### config.mk
export PLATFORM = sky130hd
export DESIGN_NAME = i2c_slave_interface
export DESIGN_NICKNAME = d
export VERILOG_FILES = /design/src/pkg/i2c_slave_pkg.sv /design/src/pin_sync.sv /design/src/i2c_slave_interface.sv
export SDC_FILE = /design/constraint.sdc
export NUM_CORES = 1
export LEC_CHECK = 0
export BUFFER_PORTS_ARGS = -buffer_cell sky130_fd_sc_hd__clkbuf_2
export CORE_MARGIN = 3
export CORE_UTILIZATION = 60
export CTS_BUF_LIST = sky130_fd_sc_hd__clkbuf_8
export DETAILED_ROUTE_END_ITERATION = 10
export PLACE_DENSITY = 0.83
export SYNTH_ARGS = -nofsm -noshare
export SYNTH_HDL_FRONTEND = slang
export SYNTH_HIERARCHICAL = 1
export SYNTH_SLANG_ARGS = --single-unit
### constraint.sdc
create_clock -name pclk -period 2.7 [get_ports pclk]
set_input_delay 0.27 -clock pclk [delete_from_list [all_inputs] [get_ports pclk]]
set_output_delay 0.27 -clock pclk [all_outputs]
set_load 0.1 [all_outputs]
### src/pkg/i2c_slave_pkg.sv
// constants shared by the i2c slave block: register map, field
// positions, reset values, state encoding and timing figures.
// assumes a 200 mhz pclk and a 32-bit apb register bus.
`default_nettype none

package i2c_slave_pkg;

  localparam int ADDR_W = 8;
  localparam logic [ADDR_W-1:0] OFS_MODULE_CONTROL = 8'h00;
  localparam logic [ADDR_W-1:0] OFS_STATUS_CONTROL = 8'h04;
  localparam logic [ADDR_W-1:0] OFS_OWN_ADDRESS = 8'h08;
  localparam logic [ADDR_W-1:0] OFS_SERIAL_DATA = 8'h0c;
  localparam logic [ADDR_W-1:0] OFS_TIMEOUT_CONTROL = 8'h10;
  localparam logic [ADDR_W-1:0] OFS_IRQ_STATUS = 8'h14;
  localparam logic [ADDR_W-1:0] OFS_IRQ_MASK = 8'h18;
  localparam logic [ADDR_W-1:0] OFS_IRQ_ENABLE = 8'h1c;

  // module_control_reg fields
  localparam int MC_MODE_LSB = 5;
  localparam int MC_DEB_LSB = 2;
  localparam int MC_ENABLE = 1;
  localparam int MC_INCOMPLETE = 0;
  localparam logic [2:0] MODE_RESET = 3'h7;
  localparam logic [2:0] MODE_I2C_SLAVE = 3'h6;

  // i2c_status_control fields
  localparam int SC_HTX = 4;
  localparam int SC_TX_ACK_CTRL = 3;
  localparam int SC_WAKE_EN = 1;

  // timeout_control_reg fields
  localparam int TC_ENABLE = 7;
  localparam int TC_FLAG = 6;

  // irq status / mask bits
  localparam int IRQ_MATCH = 0;
  localparam int IRQ_BYTE = 1;
  localparam int IRQ_TIMEOUT = 2;
  localparam int IRQ_N = 3;

  localparam logic [3:0] BITS_PER_BYTE = 4'h8;
  localparam logic [3:0] LAST_TX_BIT = 4'h7;

  // timeout unit is 32 periods of the slow clock (about 32 kHz)
  localparam int unsigned CLK_PERIOD_NS = 5;
  localparam int unsigned TO_UNIT_NS = 976563;
  localparam int unsigned TO_UNIT_CYCLES = TO_UNIT_NS / CLK_PERIOD_NS;

  typedef enum logic [2:0] {
    ST_IDLE = 3'h0,
    ST_ADDR = 3'h1,
    ST_ADDR_ACK = 3'h3,
    ST_RX = 3'h2,
    ST_RX_ACK = 3'h6,
    ST_TX = 3'h7,
    ST_TX_ACK = 3'h5
  } link_state_e;

endpackage

`default_nettype wire

### src/pin_sync.sv
// two-flop synchroniser for pins that come from outside pclk.
// assumes nothing but a free running pclk.
`timescale 1ns/1ps
`default_nettype none

module pin_sync #(
  parameter int WIDTH = 2
) (
  input wire logic pclk,
  input wire logic presetn,
  input wire logic [WIDTH-1:0] pin_in,
  output logic [WIDTH-1:0] pin_sync_out
);

  logic [WIDTH-1:0] meta_reg;

  always_ff @(posedge pclk or negedge presetn) begin
    if (!presetn) begin
      meta_reg <= '1;
      pin_sync_out <= '1;
    end else begin
      meta_reg <= pin_in;
      pin_sync_out <= meta_reg;
    end
  end

endmodule

`default_nettype wire

### src/i2c_slave_interface.sv
// i2c slave engine with apb register file, sticky interrupts and
// bus time-out. scl and sda are open-drain pins seen from outside
// pclk; they are synchronised before use.
`timescale 1ns/1ps
`default_nettype none

module i2c_slave_interface
  import i2c_slave_pkg::*;
#(
  parameter int unsigned TO_CYCLES = i2c_slave_pkg::TO_UNIT_CYCLES
) (
  input wire logic pclk,
  input wire logic presetn,
  input wire logic psel,
  input wire logic penable,
  input wire logic pwrite,
  input wire logic [i2c_slave_pkg::ADDR_W-1:0] paddr,
  input wire logic [31:0] pwdata,
  output logic [31:0] prdata,
  output logic pready,
  output logic pslverr,
  input wire logic scl_in,
  output logic scl_out,
  output logic scl_oe,
  input wire logic sda_in,
  output logic sda_out,
  output logic sda_oe,
  output logic irq,
  output logic wake_req
);
  import i2c_slave_pkg::*;

  localparam int DIV_W = $clog2(TO_CYCLES + 1);
  localparam logic [DIV_W-1:0] DIV_LAST = DIV_W'(TO_CYCLES - 1);

  typedef struct packed {
    link_state_e state;
    logic [3:0] bitcnt;
    logic [7:0] shift;
    logic [7:0] data;
    logic [6:0] own_addr;
    logic [2:0] mode;
    logic [1:0] deb;
    logic en;
    logic icf;
    logic xfer_complete_flag;
    logic addr_match_flag;
    logic bus_busy_flag;
    logic htx;
    logic tx_ack_ctrl;
    logic rw_dir_flag;
    logic addr_match_wake_en;
    logic rx_ack_flag;
    logic to_en;
    logic to_flag;
    logic [5:0] to_sel;
    logic to_run;
    logic [DIV_W-1:0] to_div;
    logic [5:0] to_units;
    logic [IRQ_N-1:0] irq_st;
    logic [IRQ_N-1:0] irq_mask;
    logic irq_en;
    logic hold;
    logic sda_drv;
    logic scl_prev;
    logic sda_prev;
    logic pready;
    logic pslverr;
    logic [31:0] prdata;
    logic irq;
    logic wake;
  } slave_s;

  slave_s r_reg;
  slave_s r_next;
  logic [1:0] pins_s;
  logic scl_s;
  logic sda_s;
  logic scl_rise;
  logic scl_fall;
  logic start_det;
  logic stop_det;
  logic active;
  logic wr_acc;
  logic rd_data;
  logic wr_data;
  logic addr_hit;
  logic to_fire;
  logic [IRQ_N-1:0] ev;

  pin_sync #(.WIDTH(2)) u_sync (
    .pclk(pclk),
    .presetn(presetn),
    .pin_in({scl_in, sda_in}),
    .pin_sync_out(pins_s)
  );

  // link back to idle with the status flags at their power-on values
  function automatic slave_s drop_link(slave_s s);
    slave_s t;
    t = s;
    t.state = ST_IDLE;
    t.hold = 1'b0;
    t.sda_drv = 1'b0;
    t.to_run = 1'b0;
    t.xfer_complete_flag = 1'b1;
    t.addr_match_flag = 1'b0;
    t.bus_busy_flag = 1'b0;
    t.rw_dir_flag = 1'b0;
    t.rx_ack_flag = 1'b1;
    return t;
  endfunction

  function automatic logic [7:0] status_byte(slave_s s);
    return {s.xfer_complete_flag, s.addr_match_flag, s.bus_busy_flag, s.htx, s.tx_ack_ctrl, s.rw_dir_flag, s.addr_match_wake_en, s.rx_ack_flag};
  endfunction

  assign scl_s = pins_s[1];
  assign sda_s = pins_s[0];
  assign scl_rise = scl_s && !r_reg.scl_prev;
  assign scl_fall = !scl_s && r_reg.scl_prev;
  assign start_det = scl_s && r_reg.scl_prev && !sda_s && r_reg.sda_prev;
  assign stop_det = scl_s && r_reg.scl_prev && sda_s && !r_reg.sda_prev;
  assign active = r_reg.en && (r_reg.mode == MODE_I2C_SLAVE);
  assign wr_acc = psel && penable && pwrite && r_reg.pready;
  assign rd_data = psel && penable && !pwrite && r_reg.pready &&
                   (paddr == OFS_SERIAL_DATA);
  assign wr_data = wr_acc && (paddr == OFS_SERIAL_DATA);
  assign addr_hit = r_reg.shift[7:1] == r_reg.own_addr;

  always_comb begin
    r_next = r_reg;
    ev = '0;
    to_fire = 1'b0;
    r_next.pready = 1'b0;
    r_next.pslverr = 1'b0;
    r_next.wake = 1'b0;
    r_next.scl_prev = scl_s;
    r_next.sda_prev = sda_s;

    // apb setup phase: prepare the answer for the access edge
    if (psel && !penable && !r_reg.pready) begin
      r_next.pready = 1'b1;
      r_next.prdata = '0;
      if (paddr == OFS_MODULE_CONTROL) begin
        r_next.prdata[7:0] = {r_reg.mode, 1'b0, r_reg.deb, r_reg.en,
                              r_reg.icf};
      end else if (paddr == OFS_STATUS_CONTROL) begin
        r_next.prdata[7:0] = status_byte(r_reg);
      end else if (paddr == OFS_OWN_ADDRESS) begin
        r_next.prdata[6:0] = r_reg.own_addr;
      end else if (paddr == OFS_SERIAL_DATA) begin
        r_next.prdata[7:0] = r_reg.data;
      end else if (paddr == OFS_TIMEOUT_CONTROL) begin
        r_next.prdata[7:0] = {r_reg.to_en, r_reg.to_flag, r_reg.to_sel};
      end else if (paddr == OFS_IRQ_STATUS) begin
        r_next.prdata[IRQ_N-1:0] = r_reg.irq_st;
      end else if (paddr == OFS_IRQ_MASK) begin
        r_next.prdata[IRQ_N-1:0] = r_reg.irq_mask;
      end else if (paddr == OFS_IRQ_ENABLE) begin
        r_next.prdata[0] = r_reg.irq_en;
      end else begin
        r_next.pslverr = 1'b1;
      end
    end

    // apb access phase writes; hardware events below win over them
    if (wr_acc) begin
      if (paddr == OFS_MODULE_CONTROL) begin
        r_next.mode = pwdata[MC_MODE_LSB+2:MC_MODE_LSB];
        r_next.deb = pwdata[MC_DEB_LSB+1:MC_DEB_LSB];
        r_next.en = pwdata[MC_ENABLE];
        r_next.icf = pwdata[MC_INCOMPLETE];
      end else if (paddr == OFS_STATUS_CONTROL) begin
        r_next.htx = pwdata[SC_HTX];
        r_next.tx_ack_ctrl = pwdata[SC_TX_ACK_CTRL];
        r_next.addr_match_wake_en = pwdata[SC_WAKE_EN];
      end else if (paddr == OFS_OWN_ADDRESS) begin
        r_next.own_addr = pwdata[6:0];
      end else if (paddr == OFS_SERIAL_DATA) begin
        r_next.data = pwdata[7:0];
      end else if (paddr == OFS_TIMEOUT_CONTROL) begin
        r_next.to_en = pwdata[TC_ENABLE];
        r_next.to_flag = pwdata[TC_FLAG];
        r_next.to_sel = pwdata[5:0];
      end else if (paddr == OFS_IRQ_STATUS) begin
        r_next.irq_st = r_reg.irq_st & ~pwdata[IRQ_N-1:0];
      end else if (paddr == OFS_IRQ_MASK) begin
        r_next.irq_mask = pwdata[IRQ_N-1:0];
      end else if (paddr == OFS_IRQ_ENABLE) begin
        r_next.irq_en = pwdata[0];
      end
    end

    if (!active) begin
      r_next = drop_link(r_next);
    end else if (start_det) begin
      r_next.bus_busy_flag = 1'b1;
      r_next.addr_match_flag = 1'b0;
      r_next.state = ST_ADDR;
      r_next.bitcnt = '0;
      r_next.hold = 1'b0;
      r_next.sda_drv = 1'b0;
    end else if (stop_det) begin
      r_next.bus_busy_flag = 1'b0;
      r_next.state = ST_IDLE;
      r_next.hold = 1'b0;
      r_next.sda_drv = 1'b0;
      r_next.to_run = 1'b0;
    end else begin
      case (r_reg.state)
        ST_ADDR: begin
          if (scl_rise) begin
            r_next.shift = {r_reg.shift[6:0], sda_s};
            r_next.bitcnt = r_reg.bitcnt + 4'h1;
          end else if (scl_fall && r_reg.bitcnt == BITS_PER_BYTE) begin
            if (addr_hit) begin
              r_next.addr_match_flag = 1'b1;
              r_next.rw_dir_flag = r_reg.shift[0];
              r_next.sda_drv = 1'b1;
              r_next.state = ST_ADDR_ACK;
              r_next.to_run = 1'b1;
              r_next.wake = r_reg.addr_match_wake_en;
              ev[IRQ_MATCH] = 1'b1;
            end else begin
              r_next.state = ST_IDLE;
            end
          end
        end
        ST_ADDR_ACK: begin
          if (scl_fall) begin
            r_next.sda_drv = 1'b0;
            r_next.hold = 1'b1;
            r_next.bitcnt = '0;
            r_next.state = r_reg.rw_dir_flag ? ST_TX : ST_RX;
          end
        end
        ST_RX: begin
          if (scl_rise) begin
            if (r_reg.bitcnt == '0) begin
              r_next.xfer_complete_flag = 1'b0;
            end
            r_next.shift = {r_reg.shift[6:0], sda_s};
            r_next.bitcnt = r_reg.bitcnt + 4'h1;
          end else if (scl_fall && r_reg.bitcnt == BITS_PER_BYTE) begin
            r_next.data = r_reg.shift;
            r_next.xfer_complete_flag = 1'b1;
            ev[IRQ_BYTE] = 1'b1;
            r_next.sda_drv = !r_reg.tx_ack_ctrl;
            r_next.state = ST_RX_ACK;
          end
        end
        ST_RX_ACK: begin
          if (scl_fall) begin
            r_next.sda_drv = 1'b0;
            r_next.bitcnt = '0;
            r_next.state = ST_RX;
          end
        end
        ST_TX: begin
          if (scl_fall) begin
            r_next.xfer_complete_flag = 1'b0;
            r_next.bitcnt = r_reg.bitcnt + 4'h1;
            if (r_reg.bitcnt == LAST_TX_BIT) begin
              r_next.sda_drv = 1'b0;
              r_next.xfer_complete_flag = 1'b1;
              ev[IRQ_BYTE] = 1'b1;
              r_next.state = ST_TX_ACK;
            end else begin
              r_next.shift = {r_reg.shift[6:0], 1'b0};
              r_next.sda_drv = !r_reg.shift[6];
            end
          end
        end
        ST_TX_ACK: begin
          if (scl_rise) begin
            r_next.rx_ack_flag = sda_s;
          end else if (scl_fall) begin
            if (!r_reg.rx_ack_flag) begin
              r_next.state = ST_TX;
              r_next.bitcnt = '0;
              r_next.shift = r_reg.data;
              r_next.sda_drv = !r_reg.data[7];
            end else begin
              r_next.state = ST_IDLE;
              r_next.sda_drv = 1'b0;
            end
          end
        end
        default: begin
          r_next.sda_drv = 1'b0;
        end
      endcase

      // data write in transmit mode or dummy read in receive mode
      if (r_reg.hold && ((r_reg.htx && wr_data) ||
                         (!r_reg.htx && rd_data))) begin
        r_next.hold = 1'b0;
        if (r_reg.htx) begin
          r_next.shift = pwdata[7:0];
          r_next.sda_drv = !pwdata[7];
        end
      end

      // time-out: restarted by every scl fall, stopped by stop
      if (r_reg.to_run && r_reg.to_en && !scl_fall) begin
        if (r_reg.to_div == DIV_LAST) begin
          r_next.to_div = '0;
          if (r_reg.to_units == r_reg.to_sel) begin
            to_fire = 1'b1;
          end else begin
            r_next.to_units = r_reg.to_units + 6'h1;
          end
        end else begin
          r_next.to_div = r_reg.to_div + DIV_W'(1);
        end
      end else begin
        r_next.to_div = '0;
        r_next.to_units = '0;
      end
      if (to_fire) begin
        r_next = drop_link(r_next);
        r_next.htx = 1'b0;
        r_next.tx_ack_ctrl = 1'b0;
        r_next.addr_match_wake_en = 1'b0;
        r_next.to_en = 1'b0;
        r_next.to_flag = 1'b1;
        ev[IRQ_TIMEOUT] = 1'b1;
      end
    end

    r_next.irq_st = r_next.irq_st | ev;
    r_next.irq = r_next.irq_en && |(r_next.irq_st & r_next.irq_mask);
  end

  always_ff @(posedge pclk or negedge presetn) begin
    if (!presetn) begin
      r_reg <= '0;
      r_reg.state <= ST_IDLE;
      r_reg.mode <= MODE_RESET;
      r_reg.xfer_complete_flag <= 1'b1;
      r_reg.rx_ack_flag <= 1'b1;
      r_reg.scl_prev <= 1'b1;
      r_reg.sda_prev <= 1'b1;
    end else begin
      r_reg <= r_next;
    end
  end

  assign prdata = r_reg.prdata;
  assign pready = r_reg.pready;
  assign pslverr = r_reg.pslverr;
  assign scl_out = 1'b0;
  assign sda_out = 1'b0;
  assign scl_oe = r_reg.hold;
  assign sda_oe = r_reg.sda_drv;
  assign irq = r_reg.irq;
  assign wake_req = r_reg.wake;
endmodule

`default_nettype wire

==> results of run 1 <==
power groups by stage:
stage               combinational [mW]  sequential [mW]  clock, mW
floorplan                        0.418             1.65          0
global placement                 0.479             1.65          0
detailed placement               0.483             1.65          0
CTS                              0.487             1.62       1.12
global route                     0.516             1.62       1.19
finish                           0.488             1.62       1.11
worst reg2reg max path, cell delays in order, from the launching register on:
cell      delay (ns)
dfstp_2         0.60
nand4b_4        0.14
or4b_1          0.54
a2111o_1        0.51
or4_1           0.56
a21oi_1         0.15
worst min-delay path by stage:
stage	cells past startpoint	endpoint	start	slack, ns
5_1_grt	3	r_reg[78]$_DFF_PN0_	pwdata[6]	0.19
3_5_place_dp	0	u_sync/pin_sync_out[1]$_DFF_PN1_	u_sync/meta_reg[1]$_DFF_PN1_	0.35
2_1_floorplan	0	irq$_DFF_PN0_	presetn	-0.03
3_3_place_gp	0	u_sync/pin_sync_out[1]$_DFF_PN1_	u_sync/meta_reg[1]$_DFF_PN1_	0.35
6_report	3	r_reg[78]$_DFF_PN0_	pwdata[6]	0.20
4_1_cts	3	r_reg[78]$_DFF_PN0_	pwdata[6]	0.19
cell type report:
class / count / area (sq um)
clock buffers: 9 / 123.9
clock inverters: 7 / 102.6
fillers: 821 / 3378
flip-flops and latches: 105 / 2641
multi-input cells: 546 / 3438
repair buffers: 74 / 475.5
inverters: 23 / 86.33
well taps: 136 / 170.2
cell families (layout without fill, tap and decap cells):
group	after synthesis	in the layout	share of synthesized area (%)
AOI/OAI and AO/OA	190	190	18.35
xor gates and xnor gates	21	21	2.848
adders and majority gates	5	5	0.9686
DFF	105	105	40.90
and+or+nand+nor	258	258	21.75
buffers and inverters	90	113	7.323
other	1	26	0.05806
muxes	46	46	7.807
cell usage after synthesis, types with 11 or more instances:
master / n
a221oi_1: 12
mux2i_1: 20
mux2_2: 25
xor2_1: 13
nand4_1: 14
a21oi_1: 49
o21ai_0: 56
buf_4: 34
nor2_1: 47
o22ai_1: 11
nand3_1: 26
nor3_1: 18
inv_1: 22
dfstp_2: 11
clkbuf_1: 30
nand2_1: 69
dfrtp_1: 94
stage by stage:
stage | instances | instance area, sq um | power [mW] | hold WS (ns) | util [%]
after floorplan | 741 | 6553 | 2.071 | -0.02559 | -
after global placement | 881 | 6782 | 2.127 | 0.3477 | 65.11
after detailed placement | 881 | 6782 | 2.133 | 0.3479 | 65.11
after CTS | 900 | 7038 | 3.227 | 0.1893 | 67.57
after global routing | 900 | 7038 | 3.326 | 0.1916 | 67.57
final | 900 | 7038 | 3.223 | 0.1999 | 67.57
cell usage in the layout (no fill, tap or decap), types with 13 or more instances in the layout:
cell type	instances
mux2_2	25
nand3_1	26
xor2_1	13
inv_1	22
dfrtp_1	94
mux2i_1	20
clkbuf_2	35
nor2_1	47
nor3_1	18
conb_1	26
nand4_1	14
buf_4	36
nand2_1	69
a21oi_1	49
o21ai_0	56
metal layers:
layer	track usage [%]	routed length (um)	up-vias	share of wire (%)
met5	0	0	-	0
met4	8.727	403	0	2.2
met3	6.577	1818	44	10
met2	49.65	8339	352	46
met1	43.68	7459	2876	41
li1	-	-	2662	-
==> impl_metrics.csv, run 1 <==
group,metric,value,unit
clocking,cts_tree,"done",
critical_path,crit_required,3.01,ns
clocking,clock_latency,0.39,ns
sta,hold_viol,0,
synth,synth.distinct_cells,73,
critical_path,path_cells,"nand4b_4 -> or4b_1 -> a2111o_1 -> or4_1 -> a21oi_1",
floorplan,coreArea,0.01042,sq mm
synth,netlist_instances,716,
clocking,cts.reportedPaths.clkPinSlew,0.11,ns
critical_path,startpoint_type,"register",
critical_path,cp.arrival,2.87,ns
finish,largest_register_ffs,87,
route,post_drt_via_cell_ratio,6.593,
power,pwr-share-clk,34.5,%
synth,synth.top_cell.area_share,36.42,%
critical_path,cp.depth,5,
power,vdd_drop_max,0.3056,mV
finish,area_delta_synth_final,8.969,%
route,wl_per_cell,20.02,um
power,p_sw_share,31.59,%
finish,nets,811,
critical_path,critPathCapture,"r_reg[52]$_DFFE_PN0P_",
power,power.density,457.9,mW/mm^2
power,pwr-share-comb,15.2,%
sta,fin_ws,0.1398,ns
synth,ys_seq_area_share,40.90,%
clocking,cts_root_buf,"clkbuf_8",
floorplan,die_x,109.8,um
sta,rsz0062_at_grt,"no",
critical_path,cp-startpoint,"r_reg[93]$_DFFE_PN1P_",
placed_design,post-place-ws,0.1764,ns
critical_path,critPathKind,"register to register",
clocking,cts_hold_buf,3,
flow_run,maxCapViolations,0,
route,postRouteAntennaNets,0,
floorplan,num_rows,37,
synth,synth.area.top_cells,"dfrtp_1 36%, dfstp_2 4.5%, mux2_2 4.4%, o21ai_0 4.3%, nand2_1 4.0%",
placed_design,portBuffers,36,
route,drtIter0Drc,726,
synth,synth_seq_cells,105,
grt,grt_max_degree,53,
route,finalWirelength,18020,um
sta,skew,0.01318,ns
clocking,postCtsResizedCells,0,
worst_hold_path,hold_class,"primary input to register",
sta,relSlewSlack,45.03,%
floorplan,initial_core_util,62.01,%
sta,layout_min_cycle_time,2.560,ns
grt,antenna_found_initial,0,
synth,netlist_area,0.006459,sq mm
floorplan,fp.dieArea,0.01205,sq mm
grt,grt-ovfl-total,0,
power,p_int,2.205,mW
grt,grt_pass1_wl,29060,um
sta,setup_viol,0,
power,p_seq_share,50.3,%
clocking,cts-htree-levels,3,
sta,worst_pin_slew,0.8190,ns
placed_design,dp_hpwl,13150,um
critical_path,path_max_fanout,9,
synth,synthFlopType,"dfrtp_1",
clocking,clk_path_buf_depth,2,
sta,finalMaxSlewViolations,0,
sta,max_freq,390.6,MHz
synth,yosys_warnings,6,
synth,synthArstFlopShare,100.0,%
critical_path,critPathMaxStageDelay,0.60,ns
critical_path,r2r_slack,0.14,ns
critical_path,r2r_start,"r_reg[93]$_DFFE_PN1P_",
route,via_count,5934,
power,p_sw,1.018,mW
status,run_status,"finished, final reports clean",
route,firstDrtPassIters,5,
finish,antenna_cells,0,
route,route.detailed.drc,0,
clocking,clock-sinks,105,
synth,synth-edff-count,0,
sta,fin_crit_sh,94.82,%
grt,grt_pass1_vias,5577,
sta,finalSetupTns,0,ns
critical_path,cpMaxStageDelayCell,"dfstp_2",
placed_design,place.gp.congestion,0.9513,
floorplan,die_y,109.8,um
critical_path,rr_endpoint,"r_reg[52]$_DFFE_PN0P_",
critical_path,path_buf_inv,0,
finish,drive_above_1_share,18.59,%
clocking,numCtsBuffers,9,
power,p_leak,3.139,nW
synth,yosysTopAreaCell,"dfrtp_1",
floorplan,io_pins,87,
grt,grt_usage,31.32,%
critical_path,cp_top_family,"simple AND/OR/NAND/NOR gates",
clocking,postCtsSetupBuffers,0,
synth,avgSynthCellArea,9.021,sq um
critical_path,end_kind,"register",
critical_path,reg2regPathDepth,5,
(Power assumes the default switching activity.)
==> run 2: changes to the inputs <==
--- a/config.mk
+++ b/config.mk
@@ -5,12 +5,15 @@
 export SDC_FILE = /design/constraint.sdc
 export NUM_CORES = 1
 export LEC_CHECK = 0
+export ABC_AREA = 1
 export BUFFER_PORTS_ARGS = -buffer_cell sky130_fd_sc_hd__clkbuf_2
 export CORE_MARGIN = 3
-export CORE_UTILIZATION = 60
+export CORE_UTILIZATION = 61
 export CTS_BUF_LIST = sky130_fd_sc_hd__clkbuf_8
+export CTS_CLUSTER_SIZE = 30
 export DETAILED_ROUTE_END_ITERATION = 10
-export PLACE_DENSITY = 0.83
+export PLACE_DENSITY = 0.84
+export SLEW_MARGIN = 10
 export SYNTH_ARGS = -nofsm -noshare
 export SYNTH_HDL_FRONTEND = slang
 export SYNTH_HIERARCHICAL = 1
==> impl_metrics.csv, run 2 <==
group,metric,value,unit
status,run_status,"finished, final reports clean",
critical_path,cpMaxStageDelayCell,"dfstp_2",
sta,relSlewSlack,63.60,%
critical_path,cp.arrival,2.36,ns
grt,grt_pass1_wl,27810,um
power,p_int,2.155,mW
finish,largest_register_ffs,87,
floorplan,initial_core_util,64.08,%
synth,yosys_warnings,6,
critical_path,rr_endpoint,"r_reg[107]$_DFF_PN0_",
synth,netlist_area,0.006734,sq mm
finish,final_cells,1111,
synth,avgSynthCellArea,7.218,sq um
floorplan,io_pins,87,
route,postRouteAntennaNets,0,
clocking,postCtsSetupBuffers,0,
route,finalWirelength,16590,um
clocking,numCtsBuffers,9,
synth,synth_most_common_cell,"nand2_1",
synth,synth.area.top_cells,"dfrtp_1 35%, nand2_1 14%, inv_1 6.6%, nor2_1 5.3%, nand3_1 4.7%",
route,post_drt_via_cell_ratio,5.553,
route,drtIter0Drc,554,
synth,yosysTopAreaCell,"dfrtp_1",
synth,synth_common_cells,"253 x nand2_1, 119 x inv_1, 95 x nor2_1",
finish,antenna_cells,0,
critical_path,critPathKind,"register to register",
grt,antenna_found_initial,0,
placed_design,place.gp.congestion,0.9376,
synth,netlist_instances,933,
floorplan,die_x,111.1,um
placed_design,dp_hpwl,12540,um
finish,nFillCells,895,
placed_design,portBuffers,36,
sta,layout_min_cycle_time,2.092,ns
critical_path,critPathMaxStageDelay,0.56,ns
power,p_sw,1.089,mW
route,via_count,6169,
route,wl_per_cell,14.93,um
sta,skew,0.01323,ns
sta,max_freq,478.0,MHz
critical_path,path_max_fanout,16,
synth,synth_seq_cells,105,
grt,grt-ovfl-total,0,
finish,layout_common_cells,"253 x nand2_1, 119 x inv_1, 95 x nor2_1",
floorplan,fp.dieArea,0.01234,sq mm
sta,fin_crit_sh,77.48,%
synth,synthFlopType,"dfrtp_1",
floorplan,coreArea,0.01051,sq mm
clocking,clk_path_buf_depth,2,
synth,synthArstFlopShare,100.0,%
power,p_seq_share,50.8,%
sta,rsz0062_at_grt,"no",
finish,nets,1022,
critical_path,cp-startpoint,"r_reg[37]$_DFF_PN1_",
clocking,clock-sinks,105,
power,p_sw_share,33.58,%
power,vdd_drop_max,0.4303,mV
clocking,cts-htree-levels,3,
worst_hold_path,hold_class,"primary input to register",
sta,setup_viol,0,
placed_design,dpl.cell_count,1092,
synth,synth.distinct_cells,50,
route,firstDrtPassIters,5,
critical_path,path_cells,"nand2_2 -> nor2_1 -> nand3_2 -> o211ai_1 -> o21ai_0",
power,p_leak,3.576,nW
critical_path,crit_required,2.96,ns
clocking,postCtsResizedCells,0,
clocking,cts_root_buf,"clkbuf_8",
grt,grt_pass1_vias,5743,
sta,hold_viol,0,
finish,area_delta_synth_final,6.373,%
clocking,cts.reportedPaths.clkPinSlew,0.11,ns
critical_path,end_kind,"register",
clocking,clock_latency,0.38,ns
synth,ys_seq_area_share,39.22,%
critical_path,startpoint_type,"register",
sta,finalSetupTns,0,ns
synth,synth.top_cell.area_share,34.93,%
finish,drive_above_1_share,14.46,%
route,route.detailed.drc,0,
floorplan,num_rows,37,
grt,grt_max_degree,48,
sta,worst_pin_slew,0.5483,ns
grt,grt_usage,27.64,%
power,pwr-share-clk,32.3,%
power,pwr-share-comb,16.9,%
floorplan,die_y,111.1,um
flow_run,maxCapViolations,0,
critical_path,r2r_slack,0.61,ns
sta,finalMaxSlewViolations,0,
critical_path,reg2regPathDepth,5,
power,power.density,452.9,mW/mm^2
clocking,cts_tree,"done",
synth,synth-edff-count,0,
finish,layout_commonest_cell,"nand2_1",
critical_path,r2r_start,"r_reg[37]$_DFF_PN1_",
critical_path,critPathCapture,"r_reg[107]$_DFF_PN0_",
==> run 2: worst min-delay path by stage <==
stage              start  depth (start not counted)  slack (ns)                     to
3_3_place_gp     presetn                          1        0.24  r_reg[63]$_DFFE_PN0P_
5_1_grt        pwdata[5]                          3        0.18  r_reg[92]$_DFFE_PN1P_
4_1_cts        pwdata[2]                          3        0.16  r_reg[74]$_DFFE_PN0P_
2_1_floorplan    presetn                          0       -0.03          irq$_DFF_PN0_
6_report       pwdata[2]                          3        0.17  r_reg[74]$_DFFE_PN0P_
3_5_place_dp     presetn                          1        0.25  r_reg[63]$_DFFE_PN0P_
==> run 2: per-layer routing <==
layer	vias to the layer above	part of all wire [%]	GRT usage, %
li1	3012	-	-
met5	-	0	0
met4	0	3.4	10.79
met3	46	6.8	4.640
met2	253	47	43.97
met1	2858	43	37.98
==> run 2: logic make-up after synthesis <==
group,after synthesis,share of synthesized area (%)
DFF,105,39.22
AOI/OAI and AO/OA,148,12.91
adders and majority gates,5,0.9290
other,1,0.05569
and+or+nand+nor,484,33.20
buffers and inverters,181,12.47
muxes,1,0.1672
xor gates and xnor gates,8,1.041
==> run 2: power by group through the flow <==
stage | Combinational (mW) | Sequential (mW) | Clock (mW)
floorplan | 0.434 | 1.72 | 0
global placement | 0.541 | 1.67 | 0
detailed placement | 0.548 | 1.68 | 0
CTS | 0.552 | 1.65 | 1.06
global route | 0.587 | 1.65 | 1.13
finish | 0.550 | 1.65 | 1.05
==> run 2: area by class of cell <==
cell class	instances	area, sq um	share of cell area (%)
clock buffer	9	123.9	1.729
multi-input combinational	672	3347	46.72
clock inverter	7	85.08	1.188
sequential	105	2641	36.87
timing repair buffer	47	285.3	3.983
tap	136	170.2	2.376
inverter	135	510.5	7.127
==> run 2: metrics by stage <==
step	hold WS (ns)	cell area, sq um	setup WS (ns)	total power [mW]	utilization [%]
floorplan	-0.02559	6828	0.6156	2.150	-
global placement	0.2434	6924	0.7169	2.215	65.89
detailed placement	0.2500	6924	0.6474	2.223	65.89
CTS	0.1607	7163	0.6215	3.259	68.16
global route	0.1772	7163	0.4367	3.368	68.16
finish	0.1713	7163	0.6080	3.245	68.16
==> run 2: critical path: cells and delay by family (launching register included) <==
family,cells,cell delay (ns)
simple gates,3,1.04
compound gates,2,0.36
flops,1,0.56
==> run 2: timing repair <==
action	CTS	global route
hold endpoints to repair	34	0
hold buffers	3	0
endpoints found under the setup margin	0	0
